--- config.mk ---
export PLATFORM = sky130hd
export DESIGN_NAME = fsli_top
export DESIGN_NICKNAME = d
export VERILOG_FILES = /design/src/hdl/fsli_pkg.sv /design/src/hdl/fsli_top.sv
export SDC_FILE = /design/constraint.sdc
export NUM_CORES = 1
export LEC_CHECK = 0
export CORE_UTILIZATION = 42
export CTS_BUF_LIST = sky130_fd_sc_hd__clkbuf_16
export DETAILED_ROUTE_END_ITERATION = 12
export DONT_BUFFER_PORTS = 1
export PLACE_DENSITY = 0.54
export SLEW_MARGIN = 20
export SYNTH_ARGS = -nofsm -noshare
export SYNTH_HDL_FRONTEND = slang
export SYNTH_SLANG_ARGS = --single-unit
--- constraint.sdc ---
create_clock -name mclk -period 5.45 [get_ports mclk]
set_clock_uncertainty 0.1 [all_clocks]
set_input_delay 0.2725 -clock mclk [delete_from_list [all_inputs] [get_ports mclk]]
set_output_delay 0.2725 -clock mclk [all_outputs]
set_load 0.01 [all_outputs]
--- src/hdl/fsli_pkg.sv ---
// Register map, field positions and reset values of the framer status and control block
package fsli_pkg;
  // Register offsets on the parallel port
  localparam logic [7:0] ADDR_SR1 = 8'h06;
  localparam logic [7:0] ADDR_SR2 = 8'h07;
  localparam logic [7:0] ADDR_RIR = 8'h08;
  localparam logic [7:0] ADDR_INTERRUPT_MASK_ONE = 8'h16;
  localparam logic [7:0] ADDR_INTERRUPT_MASK_TWO = 8'h17;
  localparam logic [7:0] ADDR_CCR = 8'h1d;
  localparam logic [7:0] ADDR_SYNC = 8'h1e;
  // Control register fields
  localparam int TX_SRC_BIT = 2;
  localparam int RX_RST_BIT = 1;
  localparam int TX_RST_BIT = 0;
  localparam logic [7:0] CCR_USED = 8'h07;
  localparam logic [7:0] CCR_RESET = 8'h00;
  localparam logic [7:0] IMR_RESET = 8'h00;
  localparam logic [7:0] LATCH_RESET = 8'h00;
  // Status one: bits that follow a persisting alarm, and the four change-interrupt alarms
  localparam logic [7:0] SR1_LEVEL_BITS = 8'hef;
  localparam logic [7:0] SR1_CHANGE_BITS = 8'h0f;
  // Index of each latched register in the local arrays
  localparam int NUM_LATCHED = 3;
  localparam logic [1:0] IDX_SR1 = 2'h0;
  localparam logic [1:0] IDX_SR2 = 2'h1;
  localparam logic [1:0] IDX_RIR = 2'h2;
  localparam logic [1:0] IDX_NONE = 2'h3;
endpackage

--- src/hdl/fsli_top.sv ---
// Per-framer control register, latched status registers and interrupt output
// Behaviour
// RQ1: Software writes zero to the five unused upper control bits.
// RQ2: Source bit 0 selects transmit pin clock and loss mux; 1 selects receive clock.
// RQ3: Rising receive store reset bit forces receive store to one-frame depth.
// RQ4: Rising transmit store reset bit forces transmit store to one-frame depth.
// RQ5: Software pulses store resets after system clocks are stable, then clears them.
// RQ6: Status bits latch to one on event or alarm until read.
// RQ7: Read clears a bit; alarm bits stay set while alarm persists.
// RQ8: Write is a mask: ones refresh readable copy, zeros hold it.
// RQ9: Software writes mask, reads, then writes back read AND mask.
// RQ10: Synchronizer status is read-only, live, needs no mask write.
// RQ11: Each status bit drives interrupt only when its mask bit is set.
// RQ12: Four level alarms raise interrupt on every change of state.
// RQ13: Alarm interrupt releases when its bit is read; bit stays while alarm.
// RQ14: Event interrupt raised on event, released when its bit is read.
// RQ15: Interrupt output is inverse OR of all unmasked pending requests.
// RQ16: An event in the clearing cycle keeps its bit set.
`timescale 1ns/1ps
module fsli_top (
  input wire logic mclk,
  input wire logic nrst,
  input wire logic [7:0] addr,
  input wire logic [7:0] wdata,
  input wire logic wr_stb,
  input wire logic rd_stb,
  output logic [7:0] rdata,
  input wire logic [7:0] status_one_src,
  input wire logic [7:0] status_two_src,
  input wire logic [7:0] receive_information_src,
  input wire logic [7:0] synchronizer_live_status,
  input wire logic hdlc_irq_req,
  output logic int_n,
  output logic transmit_clock_source_select,
  output logic transmit_clock_loss_mux_en,
  output logic receive_store_reset,
  output logic transmit_store_reset
);

  ////////////////////////////////////////////////////////////////////////////
  // Reset release

  logic rst_meta_n;
  logic rst_n;

  // Two stages so release is clean against mclk
  always_ff @(posedge mclk or negedge nrst) begin
    if (!nrst) begin
      rst_meta_n <= 1'b0;
      rst_n <= 1'b0;
    end else begin
      rst_meta_n <= 1'b1;
      rst_n <= rst_meta_n;
    end
  end

  ////////////////////////////////////////////////////////////////////////////
  // Decode

  // Map an address onto a latched register index
  function automatic logic [1:0] latched_index(input logic [7:0] a);
    case (a)
      fsli_pkg::ADDR_SR1: latched_index = fsli_pkg::IDX_SR1;
      fsli_pkg::ADDR_SR2: latched_index = fsli_pkg::IDX_SR2;
      fsli_pkg::ADDR_RIR: latched_index = fsli_pkg::IDX_RIR;
      default: latched_index = fsli_pkg::IDX_NONE;
    endcase
  endfunction

  ////////////////////////////////////////////////////////////////////////////
  // State

  logic [7:0] latched [fsli_pkg::NUM_LATCHED];
  logic [7:0] readable [fsli_pkg::NUM_LATCHED];
  logic [7:0] read_mask [fsli_pkg::NUM_LATCHED];
  logic [7:0] next_latched [fsli_pkg::NUM_LATCHED];
  logic [7:0] next_readable [fsli_pkg::NUM_LATCHED];
  logic [7:0] next_read_mask [fsli_pkg::NUM_LATCHED];
  logic [7:0] alarm_prev;
  logic [7:0] alarm_change;
  logic [7:0] next_alarm_prev;
  logic [7:0] next_alarm_change;
  logic [7:0] imr_one;
  logic [7:0] imr_two;
  logic [7:0] next_imr_one;
  logic [7:0] next_imr_two;
  logic [7:0] ccr;
  logic [7:0] next_ccr;
  logic [7:0] next_rdata;
  logic next_int_n;
  logic next_tx_src;
  logic next_loss_mux_en;
  logic next_rx_rst;
  logic next_tx_rst;
  logic [7:0] event_req;
  logic [7:0] next_event_req;
  logic [1:0] acc_idx;
  logic sr1_read;

  logic [7:0] src [fsli_pkg::NUM_LATCHED];
  assign src[fsli_pkg::IDX_SR1] = status_one_src;
  assign src[fsli_pkg::IDX_SR2] = status_two_src;
  assign src[fsli_pkg::IDX_RIR] = receive_information_src;

  ////////////////////////////////////////////////////////////////////////////
  // Host access decode

  // One shared decode keeps the latched registers and the status one requests agreeing on the target
  assign acc_idx = latched_index(addr);
  // RQ13: status one read
  assign sr1_read = rd_stb && (acc_idx == fsli_pkg::IDX_SR1);

  ////////////////////////////////////////////////////////////////////////////
  // Latched status registers

  // Latch, read-clear and mask write of all three latched registers
  // The readable copy moves only on a mask write, never on an event
  always_comb begin
    for (int k = 0; k < fsli_pkg::NUM_LATCHED; k++) begin
      next_latched[k] = latched[k];
      next_readable[k] = readable[k];
      next_read_mask[k] = read_mask[k];
      // RQ7: read clears reported bits
      // Only bits both asked for and shown are cleared; unseen ones survive
      if (rd_stb && acc_idx == k[1:0]) begin
        next_latched[k] = latched[k] & ~(read_mask[k] & readable[k]);
      end
      // RQ16: set wins over clear
      // RQ6: latch on event
      // A persisting alarm sets its bit again every cycle
      next_latched[k] = next_latched[k] | src[k];
      // RQ8: mask write refreshes selected bits only
      if (wr_stb && acc_idx == k[1:0]) begin
        next_readable[k] = (readable[k] & ~wdata) | (latched[k] & wdata);
        next_read_mask[k] = wdata;
      end
    end
  end

  // Latched registers, all clear out of reset
  always_ff @(posedge mclk or negedge rst_n) begin
    if (!rst_n) begin
      for (int k = 0; k < fsli_pkg::NUM_LATCHED; k++) begin
        latched[k] <= fsli_pkg::LATCH_RESET;
        readable[k] <= fsli_pkg::LATCH_RESET;
        read_mask[k] <= fsli_pkg::LATCH_RESET;
      end
    end else begin
      for (int k = 0; k < fsli_pkg::NUM_LATCHED; k++) begin
        latched[k] <= next_latched[k];
        readable[k] <= next_readable[k];
        read_mask[k] <= next_read_mask[k];
      end
    end
  end

  ////////////////////////////////////////////////////////////////////////////
  // Interrupt requests of status one

  // Change detect on four level alarms, rising edge on the rest
  // Edge based, so a persisting alarm can still be acknowledged
  // Limitation: a source held high counts as one event only
  always_comb begin
    logic [7:0] rise;
    logic [7:0] chg;
    // RQ14: request on rising edge
    rise = status_one_src & ~alarm_prev & ~fsli_pkg::SR1_CHANGE_BITS;
    // RQ12: change detect on the four level alarms
    chg = (status_one_src ^ alarm_prev) & fsli_pkg::SR1_CHANGE_BITS;
    next_alarm_prev = status_one_src;
    next_alarm_change = alarm_change;
    next_event_req = event_req;
    // RQ13: reading the alarm bit releases its request
    if (sr1_read) begin
      next_alarm_change = alarm_change & ~read_mask[fsli_pkg::IDX_SR1];
    end
    // RQ14: reading the event bit releases its request
    if (sr1_read) begin
      next_event_req = event_req & ~read_mask[fsli_pkg::IDX_SR1];
    end
    // A fresh edge in the read cycle wins over the release
    next_alarm_change = next_alarm_change | chg;
    next_event_req = next_event_req | rise;
  end

  // Request registers; a source high at reset release counts as a change
  always_ff @(posedge mclk or negedge rst_n) begin
    if (!rst_n) begin
      alarm_prev <= fsli_pkg::LATCH_RESET;
      alarm_change <= fsli_pkg::LATCH_RESET;
      event_req <= fsli_pkg::LATCH_RESET;
    end else begin
      alarm_prev <= next_alarm_prev;
      alarm_change <= next_alarm_change;
      event_req <= next_event_req;
    end
  end

  ////////////////////////////////////////////////////////////////////////////
  // Mask and control registers

  // Host writes outside the latched set
  always_comb begin
    next_imr_one = imr_one;
    next_imr_two = imr_two;
    next_ccr = ccr;
    if (wr_stb) begin
      case (addr)
        fsli_pkg::ADDR_INTERRUPT_MASK_ONE: next_imr_one = wdata;
        fsli_pkg::ADDR_INTERRUPT_MASK_TWO: next_imr_two = wdata;
        // Unused upper bits are dropped whatever software sends
        fsli_pkg::ADDR_CCR: next_ccr = wdata & fsli_pkg::CCR_USED;
        default: next_ccr = ccr;
      endcase
    end
  end

  // Masks start at zero so no status bit interrupts before software opts in; the hdlc request is unmasked
  always_ff @(posedge mclk or negedge rst_n) begin
    if (!rst_n) begin
      imr_one <= fsli_pkg::IMR_RESET;
      imr_two <= fsli_pkg::IMR_RESET;
      ccr <= fsli_pkg::CCR_RESET;
    end else begin
      imr_one <= next_imr_one;
      imr_two <= next_imr_two;
      ccr <= next_ccr;
    end
  end

  ////////////////////////////////////////////////////////////////////////////
  // Read data

  // Read data path; unmapped addresses read zero
  // Held between reads so a slow host may sample late
  always_comb begin
    next_rdata = rdata;
    if (rd_stb) begin
      case (addr)
        fsli_pkg::ADDR_SR1: next_rdata = readable[fsli_pkg::IDX_SR1];
        fsli_pkg::ADDR_SR2: next_rdata = readable[fsli_pkg::IDX_SR2];
        fsli_pkg::ADDR_RIR: next_rdata = readable[fsli_pkg::IDX_RIR];
        fsli_pkg::ADDR_INTERRUPT_MASK_ONE: next_rdata = imr_one;
        fsli_pkg::ADDR_INTERRUPT_MASK_TWO: next_rdata = imr_two;
        fsli_pkg::ADDR_CCR: next_rdata = ccr;
        // RQ10: live synchronizer status, unlatched
        fsli_pkg::ADDR_SYNC: next_rdata = synchronizer_live_status;
        default: next_rdata = 8'h00;
      endcase
    end
  end

  // Read data register
  always_ff @(posedge mclk or negedge rst_n) begin
    if (!rst_n) begin
      rdata <= 8'h00;
    end else begin
      rdata <= next_rdata;
    end
  end

  ////////////////////////////////////////////////////////////////////////////
  // Interrupt pin and control outputs

  // Outputs follow the next state so they move on the same edge
  // Costs a longer path, but saves a cycle of interrupt latency
  always_comb begin
    logic [7:0] pend;
    // RQ14: event requests pending
    pend = next_event_req;
    // RQ13: alarm requests until read
    pend = pend | next_alarm_change;
    // RQ11: mask gating per source
    // RQ15: active-low OR of all requests
    next_int_n = ~(|(pend & next_imr_one) |
                   |(next_latched[fsli_pkg::IDX_SR2] & next_imr_two) |
                   hdlc_irq_req);
    // RQ2: formatter clock source and loss mux
    next_tx_src = next_ccr[fsli_pkg::TX_SRC_BIT];
    next_loss_mux_en = ~next_ccr[fsli_pkg::TX_SRC_BIT];
    // RQ3: receive store reset on rising bit
    next_rx_rst = next_ccr[fsli_pkg::RX_RST_BIT] & ~ccr[fsli_pkg::RX_RST_BIT];
    // RQ4: transmit store reset on rising bit
    next_tx_rst = next_ccr[fsli_pkg::TX_RST_BIT] & ~ccr[fsli_pkg::TX_RST_BIT];
  end

  // Outputs straight from flops; idle levels while in reset
  always_ff @(posedge mclk or negedge rst_n) begin
    if (!rst_n) begin
      int_n <= 1'b1;
      transmit_clock_source_select <= 1'b0;
      transmit_clock_loss_mux_en <= 1'b1;
      receive_store_reset <= 1'b0;
      transmit_store_reset <= 1'b0;
    end else begin
      int_n <= next_int_n;
      transmit_clock_source_select <= next_tx_src;
      transmit_clock_loss_mux_en <= next_loss_mux_en;
      receive_store_reset <= next_rx_rst;
      transmit_store_reset <= next_tx_rst;
    end
  end

endmodule

==> impl_metrics.toml <==
[run_status]
status = "completed"

[drt]
vias = 3720
viasPerCell = 5.471
drc = 0
first_iter_violations = 242
wirelength_mm = 13.71
wl_per_cell_um = 20.16
final_antenna_net_count = 0
firstDrtPassIters = 5

[run]
cap_violations = 0

[clock_tree]
cts_tree = "built"
clock_latency_ns = 0.42
clk_pin_slew_worst_paths_ns = 0.06
cts_buffers = 17
clock_sinks = 129
cts-htree-levels = 4
cts_resized = 0
ctsLongestPathBuffers = 2
ctsRootBufferMaster = "clkbuf_16"

[timing]
rsz0062_at_grt = "no"
tns_ns = 0
slew_headroom_pct = 30.62
finalHoldViolCount = 0
maxSlewViolCount = 0
max_freq_mhz = 349.2
worst-slew-pin-transition_ns = 1.037
finalSetupViolCount = 0
period_share_pct = 52.55
period_needed_ns = 2.864
setup_ws_ns = 2.586

[placed_design]
hpwl_mm = 9.140
gp_congestion = 0.8057
numPortBuffers = 0
pre_cts_slack_ns = 2.144
dp_cells = 607

[setup_path]
cp_num_buf_inv = 0
crit_arrival_ns = 3.09
cp-start-kind = "input port"
slowest_stage = "nor4_2"
end_kind = "flop"
cp_max_fo = 8
path_common_cell = "nor4_2"
critPathTopFamily = "simple AND/OR/NAND/NOR gates"
worstSetupStartpoint = "addr[5]"
path_cells = "or4b_1 -> nor4_2 -> mux2_2 -> and2_1 -> a2111o_1 -> nor4_2"
r2r-start = "read_mask[17]$_DFFE_PN0P_"
max_stage_delay_ns = 0.92
cp.required_ns = 5.68
critPathKind = "in2reg"

[yosys]
ys_warn_count = 0
synth_largest_area_cell = "dfrtp_1"
ys_seq_elements = 129
synth_area_leaders = "dfrtp_1 60%, mux2_2 8.3%, nand2_1 5.8%"
syn_area_um2 = 5281
synth_edf_count = 0
synth_top_area_share_pct = 60.18
synthTopCellsByCount = "127 x dfrtp_1, 81 x nand2_1, 39 x mux2_2, 36 x nand3_1, 23 x a21o_1"
ys.flop_type = "dfrtp_1"
ys_seq_area_share_pct = 61.17
syn_area_per_cell_um2 = 11.71
synthArstFlopShare_pct = 100.0
synth_nets = 504
synth_cell_types = 49
synthCells = 451
synth_most_common_cell = "dfrtp_1"

[finish]
nNetsFinal = 552
synthToLayoutAreaGrowth_pct = 23.41
fin_cells = 680
drive_gt1_share_pct = 16.02
utilization_pct = 53.81
antenna_cells = 0
nFillCells = 1085

[global_route]
antenna_found_initial = 0
grt_pass1_wl_mm = 21.49
overflow = 0
grt_use_total_pct = 22.93
grt_start_max_net_pins = 81
grt_pass1_vias = 3847

[power_and_ir_drop]
ir_drop_mv = 0.2772
power_mw = 2.331
p_per_area_nw_per_um2 = 357.6
leakage_nw = 2.894

[floorplan]
die-area_um2 = 13030
die_y_um = 114.1
pin_count = 66
core_area_um2 = 12110
start_util_pct = 43.61
fp-row-count = 40
die_w_um = 114.1

[min_path]
worstHoldStart = "synchronizer_live_status[5]"
hold_class = "in2reg"
-- logic make-up after synthesis --
logic type      after synthesis  synth area share [%]
simple gates                172                 15.66
flops                       129                 61.17
compound gates               73                 11.02
mux                          43                 9.168
buf+inv                      29                 2.250
xor+xnor                      4                0.6635
other cells                   1               0.07101
-- path summary, 6_finish.rpt --
check	to	cells past startpoint	slack (ns)
min in group asynchronous	alarm_change[3]$_DFF_PN0_	0	0.14
setup / recovery	int_n$_DFF_PN1_	6	2.59
hold / removal	rdata[5]$_DFFE_PN0P_	2	0.02
hold reg to reg	alarm_change[3]$_DFF_PN0_	0	0.14
max in group asynchronous	rdata[7]$_DFFE_PN0P_	2	3.87
setup reg to reg	int_n$_DFF_PN1_	6	3.29
-- placed cells by master (no fill, tap or decap), types with 2 or more instances in the layout --
cell           synthesis  routed
mux2_2                39      39
clkinvlp_4             0       2
xor2_1                 2       2
and4b_1                2       2
buf_4                  0       5
nor2_1                17      17
nor3b_1                2       2
or4_1                  3       3
dfstp_2                2       2
bufinv_16              0       5
mux2i_1                3       3
nand2b_1               4       4
a2111o_1               2       2
dfrtp_1              127     126
clkinv_2               0       3
dlygate4sd3_1          0      40
or2_2                  2       2
a21boi_0               2       2
a21o_1                23      23
o31ai_1                5       5
clkbuf_16              0      17
inv_1                 12      14
a41oi_1                3       3
a222oi_1              16      16
nor4_2                 2       3
nand2_1               81      81
a21oi_1                4       4
o21a_1                 2       2
nor2b_1                2       2
nand4_1                5       5
and2_1                 9       9
clkinv_1               0       3
nand3_1               36      36
xnor2_1                2       2
o21ai_0                4       4
a31oi_1                5       5
-- timing repair --
action / CTS / global route
buffers inserted: 0 / 0
endpoints found under the hold margin: 105 / 0
hold buffers: 40 / 0
setup endpoints to repair: 0 / 0
-- where the power goes --
part	switching (mW)	internal, mW
registers	0.0307	0.994
logic	0.0565	0.0503
clock network	0.401	0.799
-- area by class of cell --
type | count | area (µm²) | area share [%]
clock buffer | 17 | 425.4 | 6.527
clock inverter | 15 | 198.9 | 3.052
inverter | 12 | 45.04 | 0.6911
multi-input combinational | 293 | 1938 | 29.74
sequential | 129 | 3234 | 49.63
tap | 168 | 210.2 | 3.225
timing repair buffer | 46 | 465.4 | 7.141
-- metrics by stage --
| step | hold WS [ns] | instance area [µm²] |
|---|---|---|
| final | 0.02236 | 6518 |
| after global routing | 0.02358 | 6518 |
| after CTS | 0.002957 | 6490 |
| after detailed placement | -0.1230 | 5465 |
| after global placement | -0.1230 | 5465 |
| after floorplan | -0.1231 | 5281 |
-- layer usage --
layer	GRT usage, %	part of all wire, %
met4	6.926	1.3
met3	6.988	5.7
met1	30.21	45
met2	36.57	48
met5	0	0
Power figures use the tool's default switching activity.
